## config.mk

```make
export PLATFORM = sky130hd
export DESIGN_NAME = flash_block_protect_guard
export DESIGN_NICKNAME = d
export VERILOG_FILES = /design/src/flash_guard_pkg.sv /design/src/flash_block_protect_guard.sv
export SDC_FILE = /design/constraint.sdc
export NUM_CORES = 1
export LEC_CHECK = 0
export BUFFER_PORTS_ARGS = -buffer_cell sky130_fd_sc_hd__buf_2
export CAP_MARGIN = 20
export CORE_MARGIN = 2
export CORE_UTILIZATION = 39
export DETAILED_ROUTE_END_ITERATION = 10
export GPL_TIMING_DRIVEN = 0
export HOLD_SLACK_MARGIN = 0.03
export SYNTH_ARGS = -nofsm -noshare
export SYNTH_HDL_FRONTEND = slang
export SYNTH_SLANG_ARGS = --single-unit
export TNS_END_PERCENT = 100
```

## constraint.sdc

```tcl
create_clock -name clk -period 4.2 [get_ports clk]
set_input_delay 0.84 -clock clk [delete_from_list [all_inputs] [get_ports clk]]
set_output_delay 0.84 -clock clk [all_outputs]
set_load 0.02 [all_outputs]
```

## src/flash_guard_pkg.sv

```systemverilog
package flash_guard_pkg;

	// ---------------------------------------------------------------
	// protection address layout
	// ---------------------------------------------------------------
	localparam int addr_width = 16;
	localparam int start_bits_lsb = 6;
	localparam int start_bits_msb = 13;
	localparam logic [1:0] start_top_bits = 2'h3;
	localparam logic [5:0] start_low_bits = 6'h00;
	localparam logic [7:0] boundary_all_open = 8'hff;
	localparam logic [7:0] boundary_all_closed = 8'h00;
	localparam logic [7:0] boundary_vectors_only = 8'hfe;
	localparam logic [7:0] boundary_reset_value = 8'hff;
	localparam logic [15:0] boundary_byte_addr = 16'hff7e;

	// sequencer states
	typedef enum logic [1:0] {seq_read, seq_armed, seq_high_voltage, seq_standby} seq_state_type;

	// flash control signals carried together
	typedef struct packed {
		logic program_select;
		logic erase_select;
		logic mass_select;
		logic high_voltage_enable;
	} flash_ctrl_type;

endpackage

```

## src/flash_block_protect_guard.sv

```systemverilog
module flash_block_protect_guard
	import flash_guard_pkg::*;
(
	input wire logic clk,
	input wire logic reset_n,
	input wire logic program_select,
	input wire logic erase_select,
	input wire logic mass_select,
	input wire logic high_voltage_request,
	input wire logic clear_request,
	input wire logic array_write,
	input wire logic [15:0] array_addr,
	input wire logic [7:0] array_wdata,
	input wire logic wait_mode,
	input wire logic stop_mode,
	input wire logic test_voltage_pin,
	output logic [7:0] protect_boundary,
	output logic [15:0] protect_start,
	output logic target_protected,
	output logic high_voltage_refused,
	output flash_ctrl_type flash_ctrl,
	output logic flash_standby
);

	// ---------------------------------------------------------------
	// pin synchronisers
	// ---------------------------------------------------------------
	logic tst_meta_q, tst_sync_q;
	logic wait_meta_q, wait_sync_q;
	logic stop_meta_q, stop_sync_q;

	// two-flop capture of pin-level inputs
	always_ff @(posedge clk)
	begin
		if (!reset_n)
		begin
			{tst_meta_q, tst_sync_q} <= 2'h0;
			{wait_meta_q, wait_sync_q} <= 2'h0;
			{stop_meta_q, stop_sync_q} <= 2'h0;
		end
		else
		begin
			tst_meta_q <= test_voltage_pin;
			tst_sync_q <= tst_meta_q;
			wait_meta_q <= wait_mode;
			wait_sync_q <= wait_meta_q;
			stop_meta_q <= stop_mode;
			stop_sync_q <= stop_meta_q;
		end
	end

	// ---------------------------------------------------------------
	// start address
	// ---------------------------------------------------------------
	function automatic logic [15:0] start_of(input logic [7:0] bits);
		start_of = {start_top_bits, bits, start_low_bits};
	endfunction

	function automatic logic covers(input logic [7:0] bits, input logic [15:0] addr);
		// 00 protects all; ff protects none; else compare
		if (bits == boundary_all_closed)
			covers = 1'b1;
		else if (bits == boundary_all_open)
			covers = 1'b0;
		else
			covers = addr >= start_of(bits);
	endfunction

	// ---------------------------------------------------------------
	// sequencer
	// ---------------------------------------------------------------
	seq_state_type state_q, state_d;
	logic [7:0] boundary_q;
	logic [addr_width-1:0] target_q;
	logic refused_q;
	flash_ctrl_type ctrl_q, ctrl_d;

	// operation and low-power decode
	wire active_op = program_select || erase_select;
	wire in_operation = state_q == seq_armed || state_q == seq_high_voltage;
	wire low_power = wait_sync_q || stop_sync_q;
	wire abort_op = in_operation && low_power;
	wire start_op = state_q == seq_read && active_op && array_write;

	// protection decode; the test voltage overrides every refusal
	wire bypass = tst_sync_q;
	wire locked = boundary_q != boundary_all_open && boundary_q != boundary_vectors_only;
	wire target_is_boundary = target_q == boundary_byte_addr;
	wire mass_blocked = mass_select && erase_select && boundary_q != boundary_all_open;
	wire region_hit = covers(boundary_q, target_q) || (locked && target_is_boundary);
	wire deny = !bypass && (region_hit || mass_blocked);
	wire refuse_now = state_q == seq_armed && high_voltage_request && deny;

	// only a program write under high voltage to the latched boundary byte lands
	wire commit = state_q == seq_high_voltage && program_select && array_write
		&& target_is_boundary;

	assign protect_boundary = boundary_q;
	assign protect_start = start_of(boundary_q);
	assign target_protected = region_hit;
	assign high_voltage_refused = refused_q;
	assign flash_ctrl = ctrl_q;
	assign flash_standby = state_q == seq_standby;

	// next state; wait in read mode simply stays in read
	always_comb
	begin
		state_d = state_q;
		ctrl_d = ctrl_q;
		unique case (state_q)
			seq_read:
			begin
				ctrl_d = '0;
				if (active_op && array_write)
				begin
					state_d = seq_armed;
					ctrl_d.program_select = program_select;
					ctrl_d.erase_select = erase_select;
					ctrl_d.mass_select = mass_select;
				end
			end
			seq_armed:
			begin
				if (abort_op)
					state_d = seq_standby;
				else if (high_voltage_request && !deny)
				begin
					state_d = seq_high_voltage;
					ctrl_d.high_voltage_enable = 1'b1;
				end
				else if (clear_request || !active_op)
				begin
					state_d = seq_read;
					ctrl_d = '0;
				end
			end
			seq_high_voltage:
			begin
				if (abort_op)
					state_d = seq_standby;
				else if (clear_request)
				begin
					state_d = seq_read;
					ctrl_d = '0;
				end
			end
			seq_standby:
			begin
				ctrl_d = '0;
				if (!low_power && !active_op)
					state_d = seq_read;
			end
		endcase
		if (state_d == seq_standby)
			ctrl_d = '0;
	end

	// sequencer state and flash controls
	always_ff @(posedge clk)
	begin
		if (!reset_n)
		begin
			state_q <= seq_read;
			ctrl_q <= '0;
		end
		else
		begin
			state_q <= state_d;
			ctrl_q <= ctrl_d;
		end
	end

	// target address, latched by the write that starts an operation
	always_ff @(posedge clk)
	begin
		if (!reset_n)
			target_q <= '0;
		else if (start_op)
			target_q <= array_addr;
	end

	// boundary byte; programming can only clear bits, as in the array
	always_ff @(posedge clk)
	begin
		if (!reset_n)
			boundary_q <= boundary_reset_value;
		else if (commit)
			boundary_q <= boundary_q & array_wdata;
	end

	// refusal flag, high the cycle after each armed cycle in which a request is refused
	always_ff @(posedge clk)
	begin
		if (!reset_n)
			refused_q <= 1'b0;
		else
			refused_q <= refuse_now;
	end
endmodule // flash_block_protect_guard

```

==> results of run 1 <==
## registers in the layout, indices dropped and copies added (netlist names)
register / count
state_q: 2
stop_sync_q: 1
target_q: 16
tst_meta_q: 1
wait_sync_q: 1
stop_meta_q: 1
protect_boundary: 8
flash_ctrl: 4
wait_meta_q: 1
high_voltage_refused: 1
bypass: 1
## critical path, delay by kind of cell (launching register included)
family / cells / cell delay (ns)
buffers and inverters: 2 / 0.26
adders and majority gates: 1 / 0.31
DFF: 1 / 0.42
and+or+nand+nor: 2 / 0.17
AOI/OAI and AO/OA: 2 / 0.69
## final cells by class
type	instances	area share
inverter	14	0.02118
clock inverter	2	0.004034
multi-input combinational	170	0.4377
sequential	37	0.2985
tap	70	0.03530
buffer	23	0.05900
clock buffer	6	0.02925
timing repair buffer	57	0.1150
## where the power goes
group | internal, mW | switching [mW] | leakage (nW)
registers | 0.389 | 0.0294 | 0.302
logic | 0.115 | 0.187 | 0.812
clock network | 0.115 | 0.125 | 0.0450
total | 0.619 | 0.342 | 1.16
## layout by cell type, fill, tap and decap left out, types with 3 or more instances in the layout
| cell | n |
|---|---|
| buf_2 | 57 |
| nand2_1 | 51 |
| dfxtp_1 | 37 |
| a21oi_1 | 19 |
| buf_4 | 16 |
| inv_1 | 14 |
| ha_1 | 13 |
| o21ai_0 | 11 |
| and2_1 | 9 |
| clkbuf_1 | 8 |
| conb_1 | 8 |
| nor2_1 | 7 |
| nand4_1 | 6 |
| nand3_1 | 6 |
| clkbuf_8 | 5 |
| nor4_1 | 3 |
| a21o_1 | 3 |
| a221oi_1 | 3 |
## logic make-up after synthesis
logic type                 count (synthesis)  share of synthesized area
adders and majority gates                 13                    0.08120
other                                      2                   0.003749
DFF                                       37                     0.3698
buffers and inverters                     37                    0.09932
and+or+nand+nor                           95                     0.2430
AOI/OAI and AO/OA                         54                     0.2030
## cells in the mapped netlist (2+ instances only)
library cell,count
buf_4,16
nand4_1,6
clkbuf_1,7
nand3_1,6
o41ai_1,2
inv_1,14
a211oi_1,2
a21o_1,3
nor2_1,7
a21oi_1,19
o21ai_1,2
nor4_1,3
o21ai_0,11
and4_4,2
a221oi_1,3
nand2_1,51
conb_1,2
dfxtp_1,37
and2_1,9
ha_1,13
nand4b_1,2
## worst paths after layout
kind	slack (ns)	depth (start not counted)	from	end
worst max register to register	1.72	8	protect_boundary[3]$_SDFFE_PN1P_	flash_ctrl[1]$_SDFFE_PP0P_
worst max-delay path	1.22	7	protect_boundary[3]$_SDFFE_PN1P_	target_protected
worst min-delay path	0.44	1	stop_meta_q$_SDFF_PN0_	stop_sync_q$_SDFF_PN0_
worst min register to register	0.44	1	stop_meta_q$_SDFF_PN0_	stop_sync_q$_SDFF_PN0_
## layer usage
layer	track usage	wire [microns]
met5	0	0
met4	0.06433	68
met2	0.3043	2231
met3	0.03968	207
met1	0.2172	2047
## per-stage QoR
| stage | hold slack (ns) | std cells | setup WS [ns] |
|---|---|---|---|
| after floorplan | 0.4118 | 244 | 1.591 |
| after global placement | 0.4179 | 371 | 1.523 |
| after detailed placement | 0.4215 | 371 | 1.496 |
| after CTS | 0.4397 | 379 | 1.173 |
| after global routing | 0.4586 | 379 | 0.9468 |
| final | 0.4364 | 379 | 1.215 |
==> metrics.log, run 1 <==
[metrics] result of the run: completed
[metrics] VDD IR max: 0.2089 mV
[metrics] share of layout cells above drive strength 1: 0.3074
[metrics] global-route congestion overflow total: 0
[metrics] source-to-sink clock delay at the later pin of the worst-skew pair: 0.29 ns
[metrics] type of destination of the critical path: output pin
[metrics] Area Growth Syn to Fin: 23.86%
[metrics] leakage power figure: 1.160 nW
[metrics] Std-Cell Rows: 26
[metrics] floorplan die height: 75.67 microns
[metrics] element type at the critical path start: flip-flop
[metrics] ordered cell list for the critical path: inv_1 -> ha_1 -> a211oi_1 -> nor2_1 -> o41ai_1 -> nand2_1 -> buf_2
[metrics] number of post-CTS setup repair buffers: 0
[metrics] max-cap violations: 0
[metrics] number of global-route vias before repair: 1712
[metrics] chip width: 75.67 microns
[metrics] area of the core: 5042 sq um
[metrics] total routing usage reported by global routing: 0.1771
[metrics] headroom to the max-slew limit: 0.6428
[metrics] RSZ-0062 raised after global routing: false
[metrics] average cell area after synthesis: 8.417 sq um
[metrics] maximum net fanout on the critical path: 7
[metrics] final weighted congestion in routability-driven placement: 0.8384
[metrics] detailed-route wire length: 4.554 mm
[metrics] TritonCTS Sinks: 37
[metrics] top cells by area, synth: dfxtp_1, nand2_1, ha_1
[metrics] drt initial violations: 60
[metrics] clock edge transition at the registers on the reported setup and hold paths: 0.08 ns
[metrics] post-CTS sizing: 0
[metrics] fin crit period: 2.985 ns
[metrics] count of flip-flops with a built-in enable after synthesis: 0
[metrics] Slew Limit Fails: 0
[metrics] Async SR Flop Fraction: 0
[metrics] CP Data Required Time: 3.36 ns
[metrics] wire length of the first global-routing pass: 7.686 mm
[metrics] initial core utilization: 0.3973
[metrics] fmax: 0.3350 GHz
[metrics] initial antenna violation count: 0
[metrics] HPWL Detailed: 3.677 mm
[metrics] kind of path behind the tightest hold check: reg2reg
[metrics] final core utilization: 0.4921
[metrics] Primary FF master, synth: dfxtp_1
[metrics] count of hold buffers inserted by post-cts repair: 0
[metrics] cell area power density: 387.4 nW/um^2
[metrics] Routed WL per cell: 12.02 microns
[metrics] DRC viols: 0
[metrics] routed via count: 1849
[metrics] post-route fraction of the period consumed by the critical path: 0.7106
[metrics] FF+latch area: 740.7 sq um
[metrics] Via density: 4.879
[metrics] nets@finish: 356
[metrics] Cell Area, Synth: 2003 sq um
[metrics] cell type of the slowest stage on the worst timing path: o41ai_1
[metrics] buffers added on ports: 57
[metrics] Bufs on Longest Clock Path: 2
[metrics] cell count after synthesis: 238
[metrics] buffer cell driving the clock tree root: clkbuf_8
[metrics] sequential fraction of the synthesis area: 0.3698
[metrics] YS warnings: 0
[metrics] TritonCTS clock tree: built
[metrics] area of the multi-input gates: 1086 sq um
[metrics] setup-violating endpoint count in the final report: 0
[metrics] hold violation count in the final report: 0
[metrics] largest net degree at the start of global routing: 12
[metrics] category of the critical setup timing path: reg2out
[metrics] Critical Path Max Stage Delay: 0.46 ns
[metrics] Top-Level Pins: 66
[metrics] cell area after layout: 2481 sq um
[metrics] post-synthesis register bit count: 37
[metrics] slew of the pin with the lowest slew margin: 0.5288 ns
[metrics] area enclosed by the die boundary: 5726 sq um
[metrics] CTS Buf Count: 5
[metrics] antenna diode instance count: 0
[metrics] Yosys cell types: 42
[metrics] Max Clock Skew: 0.007418 ns
[metrics] fill cell total of the finished layout: 527
[metrics] count of TritonRoute iterations in the first routing pass: 4
[metrics] placed instance area: 2399 sq um
[metrics] arrival time worst endpoint: 2.14 ns
[metrics] share of the synthesized area in the top cell type: 0.3698
[metrics] Final Total Pwr: 0.9612 mW
[metrics] Antenna Violating Nets Remaining: 0
[metrics] Setup TNS: 0 ns
[metrics] cell taking the most area after synthesis: dfxtp_1
[metrics] H-tree levels: 2
Note: power is estimated with default switching activity, not from simulation.
==> run 2, diff against run 1 <==
--- a/config.mk
+++ b/config.mk
@@ -5,6 +5,7 @@
 export SDC_FILE = /design/constraint.sdc
 export NUM_CORES = 1
 export LEC_CHECK = 0
+export ABC_AREA = 1
 export BUFFER_PORTS_ARGS = -buffer_cell sky130_fd_sc_hd__buf_2
 export CAP_MARGIN = 20
 export CORE_MARGIN = 2
==> constraint.sdc (replaced) <==
create_clock -name clk -period 3.09 [get_ports clk]
set_input_delay 0.618 -clock clk [delete_from_list [all_inputs] [get_ports clk]]
set_output_delay 0.618 -clock clk [all_outputs]
set_load 0.02 [all_outputs]
==> metrics.log, run 2 <==
[metrics] cell type of the slowest stage on the worst timing path: dfxtp_1
[metrics] Via density: 4.309
[metrics] wire length of the first global-routing pass: 6.817 mm
[metrics] met2 track demand over resource in global routing: 0.2462
[metrics] most frequent cell on the critical path: nand2_1
[metrics] commonest cells in the synthesized netlist: nor2_1, nand2_1, dfxtp_1, inv_1, o21ai_0
[metrics] setup-violating endpoint count in the final report: 0
[metrics] floorplan die height: 75.85 microns
[metrics] RSZ-0062 raised after global routing: false
[metrics] initial core utilization: 0.3993
[metrics] cell count after synthesis: 286
[metrics] HPWL Detailed: 3.387 mm
[metrics] buffers added on ports: 57
[metrics] category of the critical setup timing path: reg2out
[metrics] top cells by area, synth: dfxtp_1, nor2_1, nand2_1
[metrics] post-CTS sizing: 0
[metrics] Std-Cell Rows: 26
[metrics] area of the core: 5042 sq um
[metrics] result of the run: completed
[metrics] cell taking the most area after synthesis: dfxtp_1
[metrics] Primary FF master, synth: dfxtp_1
[metrics] Setup TNS: 0 ns
[metrics] element type at the critical path start: flip-flop
[metrics] Bufs on Longest Clock Path: 2
[metrics] Min-Delay Endpoint: stop_sync_q$_SDFF_PN0_
[metrics] Max Clock Skew: 0.005194 ns
[metrics] number of global-route vias before repair: 1573
[metrics] source-to-sink clock delay at the later pin of the worst-skew pair: 0.29 ns
[metrics] number of post-CTS setup repair buffers: 0
[metrics] sequential fraction of the synthesis area: 0.3679
[metrics] area enclosed by the die boundary: 5752 sq um
[metrics] Async SR Flop Fraction: 0
[metrics] highest-count cells in the layout ignoring fill and taps: buf_2, nor2_1, nand2_1
[metrics] largest net degree at the start of global routing: 12
[metrics] TritonCTS Sinks: 37
[metrics] routed via count: 1840
[metrics] most utilized layer in the global route result: met2
[metrics] CP Data Required Time: 2.47 ns
[metrics] cell area power density: 458.3 nW/um^2
[metrics] max-cap violations: 0
[metrics] most used standard cell by instance count after synthesis: nor2_1
[metrics] kind of path behind the tightest hold check: reg2reg
[metrics] nets@finish: 404
[metrics] YS warnings: 0
[metrics] drt initial violations: 81
[metrics] TritonCTS clock tree: built
[metrics] arrival time worst endpoint: 1.86 ns
[metrics] count of hold buffers inserted by post-cts repair: 0
[metrics] chip width: 75.85 microns
[metrics] Cell Area, Synth: 2013 sq um
[metrics] final weighted congestion in routability-driven placement: 0.8536
[metrics] R2R setup slack: 1.11 ns
[metrics] average cell area after synthesis: 7.039 sq um
[metrics] share of the synthesized area in the top cell type: 0.3679
[metrics] hold violation count in the final report: 0
[metrics] hold-critical path depth: 2
[metrics] type of destination of the critical path: output pin
[metrics] post-synthesis register bit count: 37
[metrics] share of layout cells above drive strength 1: 0.2717
[metrics] DRC viols: 0
[metrics] antenna diode instance count: 0
[metrics] max FFs per register: 16
[metrics] most common cell after layout, fill and taps aside: buf_2
[metrics] Area Growth Syn to Fin: 25.42%
[metrics] detailed-route wire length: 4.207 mm
[metrics] VDD IR max: 0.2375 mV
[metrics] Yosys cell types: 26
[metrics] leakage power figure: 1.345 nW
[metrics] Antenna Violating Nets Remaining: 0
[metrics] count of TritonRoute iterations in the first routing pass: 5
[metrics] H-tree levels: 2
[metrics] hold_sp: stop_meta_q$_SDFF_PN0_
[metrics] Critical Path Max Stage Delay: 0.36 ns
[metrics] global-route congestion overflow total: 0
[metrics] total routing usage reported by global routing: 0.1569
[metrics] length in cells of the worst reg-to-reg path: 15
[metrics] ordered cell list for the critical path: inv_1 -> ha_1 -> nand2_1 -> nor2_1 -> and2_1 -> nand2_1 -> nand4_1 -> nand2_1 -> nand2_1 -> buf_2
[metrics] Slew Limit Fails: 0
[metrics] Routed WL per cell: 9.852 microns
[metrics] met3 usage in global routing: 0.03704
[metrics] post-route fraction of the period consumed by the critical path: 0.8009
[metrics] Final Total Pwr: 1.157 mW
[metrics] maximum net fanout on the critical path: 4
[metrics] fin crit period: 2.475 ns
[metrics] met1 Track Usage GR: 0.2076
[metrics] initial antenna violation count: 0
[metrics] CTS Buf Count: 5
[metrics] beginning of the worst register-to-register path: protect_boundary[5]$_SDFFE_PN1P_
[metrics] count of flip-flops with a built-in enable after synthesis: 0
[metrics] clock edge transition at the registers on the reported setup and hold paths: 0.07 ns
[metrics] fmax: 0.4041 GHz
[metrics] Biggest register: target_q
[metrics] capture instance of the worst register-to-register path: flash_ctrl[3]$_SDFFE_PP0P_
[metrics] Top-Level Pins: 66
[metrics] buffer cell driving the clock tree root: clkbuf_8
==> run 2: cell count changes after synthesis, moves of 3 or more <==
cell | before | now
nor4_1 | 3 | 0
and2_1 | 9 | 1
clkbuf_1 | 7 | 4
a221oi_1 | 3 | 0
a21oi_1 | 19 | 9
a21o_1 | 3 | 0
inv_1 | 14 | 32
nand2_2 | 0 | 6
nor3_1 | 1 | 4
o21ai_0 | 11 | 25
nor2_1 | 7 | 57
nand3_1 | 6 | 9
==> run 2: worst max-delay path by stage <==
stage                             endpoint  slack (ns)  depth (start not counted)                             start
after global routing      target_protected        0.40                         10  protect_boundary[7]$_SDFFE_PN1P_
after global placement    target_protected        0.93                         10  protect_boundary[7]$_SDFFE_PN1P_
final                     target_protected        0.62                         10  protect_boundary[7]$_SDFFE_PN1P_
after CTS                 target_protected        0.59                         10  protect_boundary[7]$_SDFFE_PN1P_
after floorplan           target_protected        0.95                          9  protect_boundary[7]$_SDFFE_PN1P_
after detailed placement  target_protected        0.92                         10  protect_boundary[7]$_SDFFE_PN1P_
==> run 2: cell type report <==
| class | count | area (sq um) |
|---|---|---|
| well taps | 70 | 87.58 |
| inverters | 34 | 127.6 |
| flip-flops and latches | 37 | 740.7 |
| clock inverters | 1 | 30.03 |
| multi-input cells | 200 | 1027 |
| plain buffers | 21 | 140.1 |
| repair buffers | 57 | 285.3 |
| clock buffers | 7 | 86.33 |
| fillers | 549 | 2517 |
==> run 2: kinds of logic after synthesis <==
family | after synthesis | synth area share
buffers and inverters | 55 | 0.1330
other | 2 | 0.003730
AND/OR/NAND/NOR | 143 | 0.3232
AO/OA/AOI/OAI | 36 | 0.09136
flip-flops | 37 | 0.3679
adder cells (fa/ha/maj) | 13 | 0.08080
==> run 2: report_power, final <==
group	internal (mW)	total [mW]	switching, mW
Clock	0.263	0.432	0.169
Sequential	0.510	0.531	0.0209
Combinational	0.0760	0.195	0.119
==> run 2: routing by layer <==
| metal | up-vias | wire length, microns | part of all wire |
|---|---|---|---|
| li1 | 1012 | - | - |
| met1 | 769 | 2056 | 0.49 |
| met2 | 53 | 1825 | 0.43 |
| met3 | 6 | 258 | 0.061 |
| met4 | 0 | 66 | 0.016 |
| met5 | - | 0 | 0 |
==> run 2: worst max-delay path: cells and delay by family, from the launching register on <==
family	cells	cell delay, ns
fa+ha+maj	1	0.31
buf+inv	2	0.27
flops	1	0.36
simple gates	7	0.62
==> run 2: per-stage QoR <==
step                      setup slack, ns  hold WS (ns)  instances    util  instance area, sq um
after floorplan                    0.9520        0.3905        292       -                  2036
after global placement             0.9320        0.3963        419  0.4777                  2409
after detailed placement           0.9227        0.4011        419  0.4777                  2409
after CTS                          0.5940        0.4178        427  0.5007                  2525
after global routing               0.3991        0.4339        427  0.5007                  2525
final                              0.6153        0.4142        427  0.5007                  2525
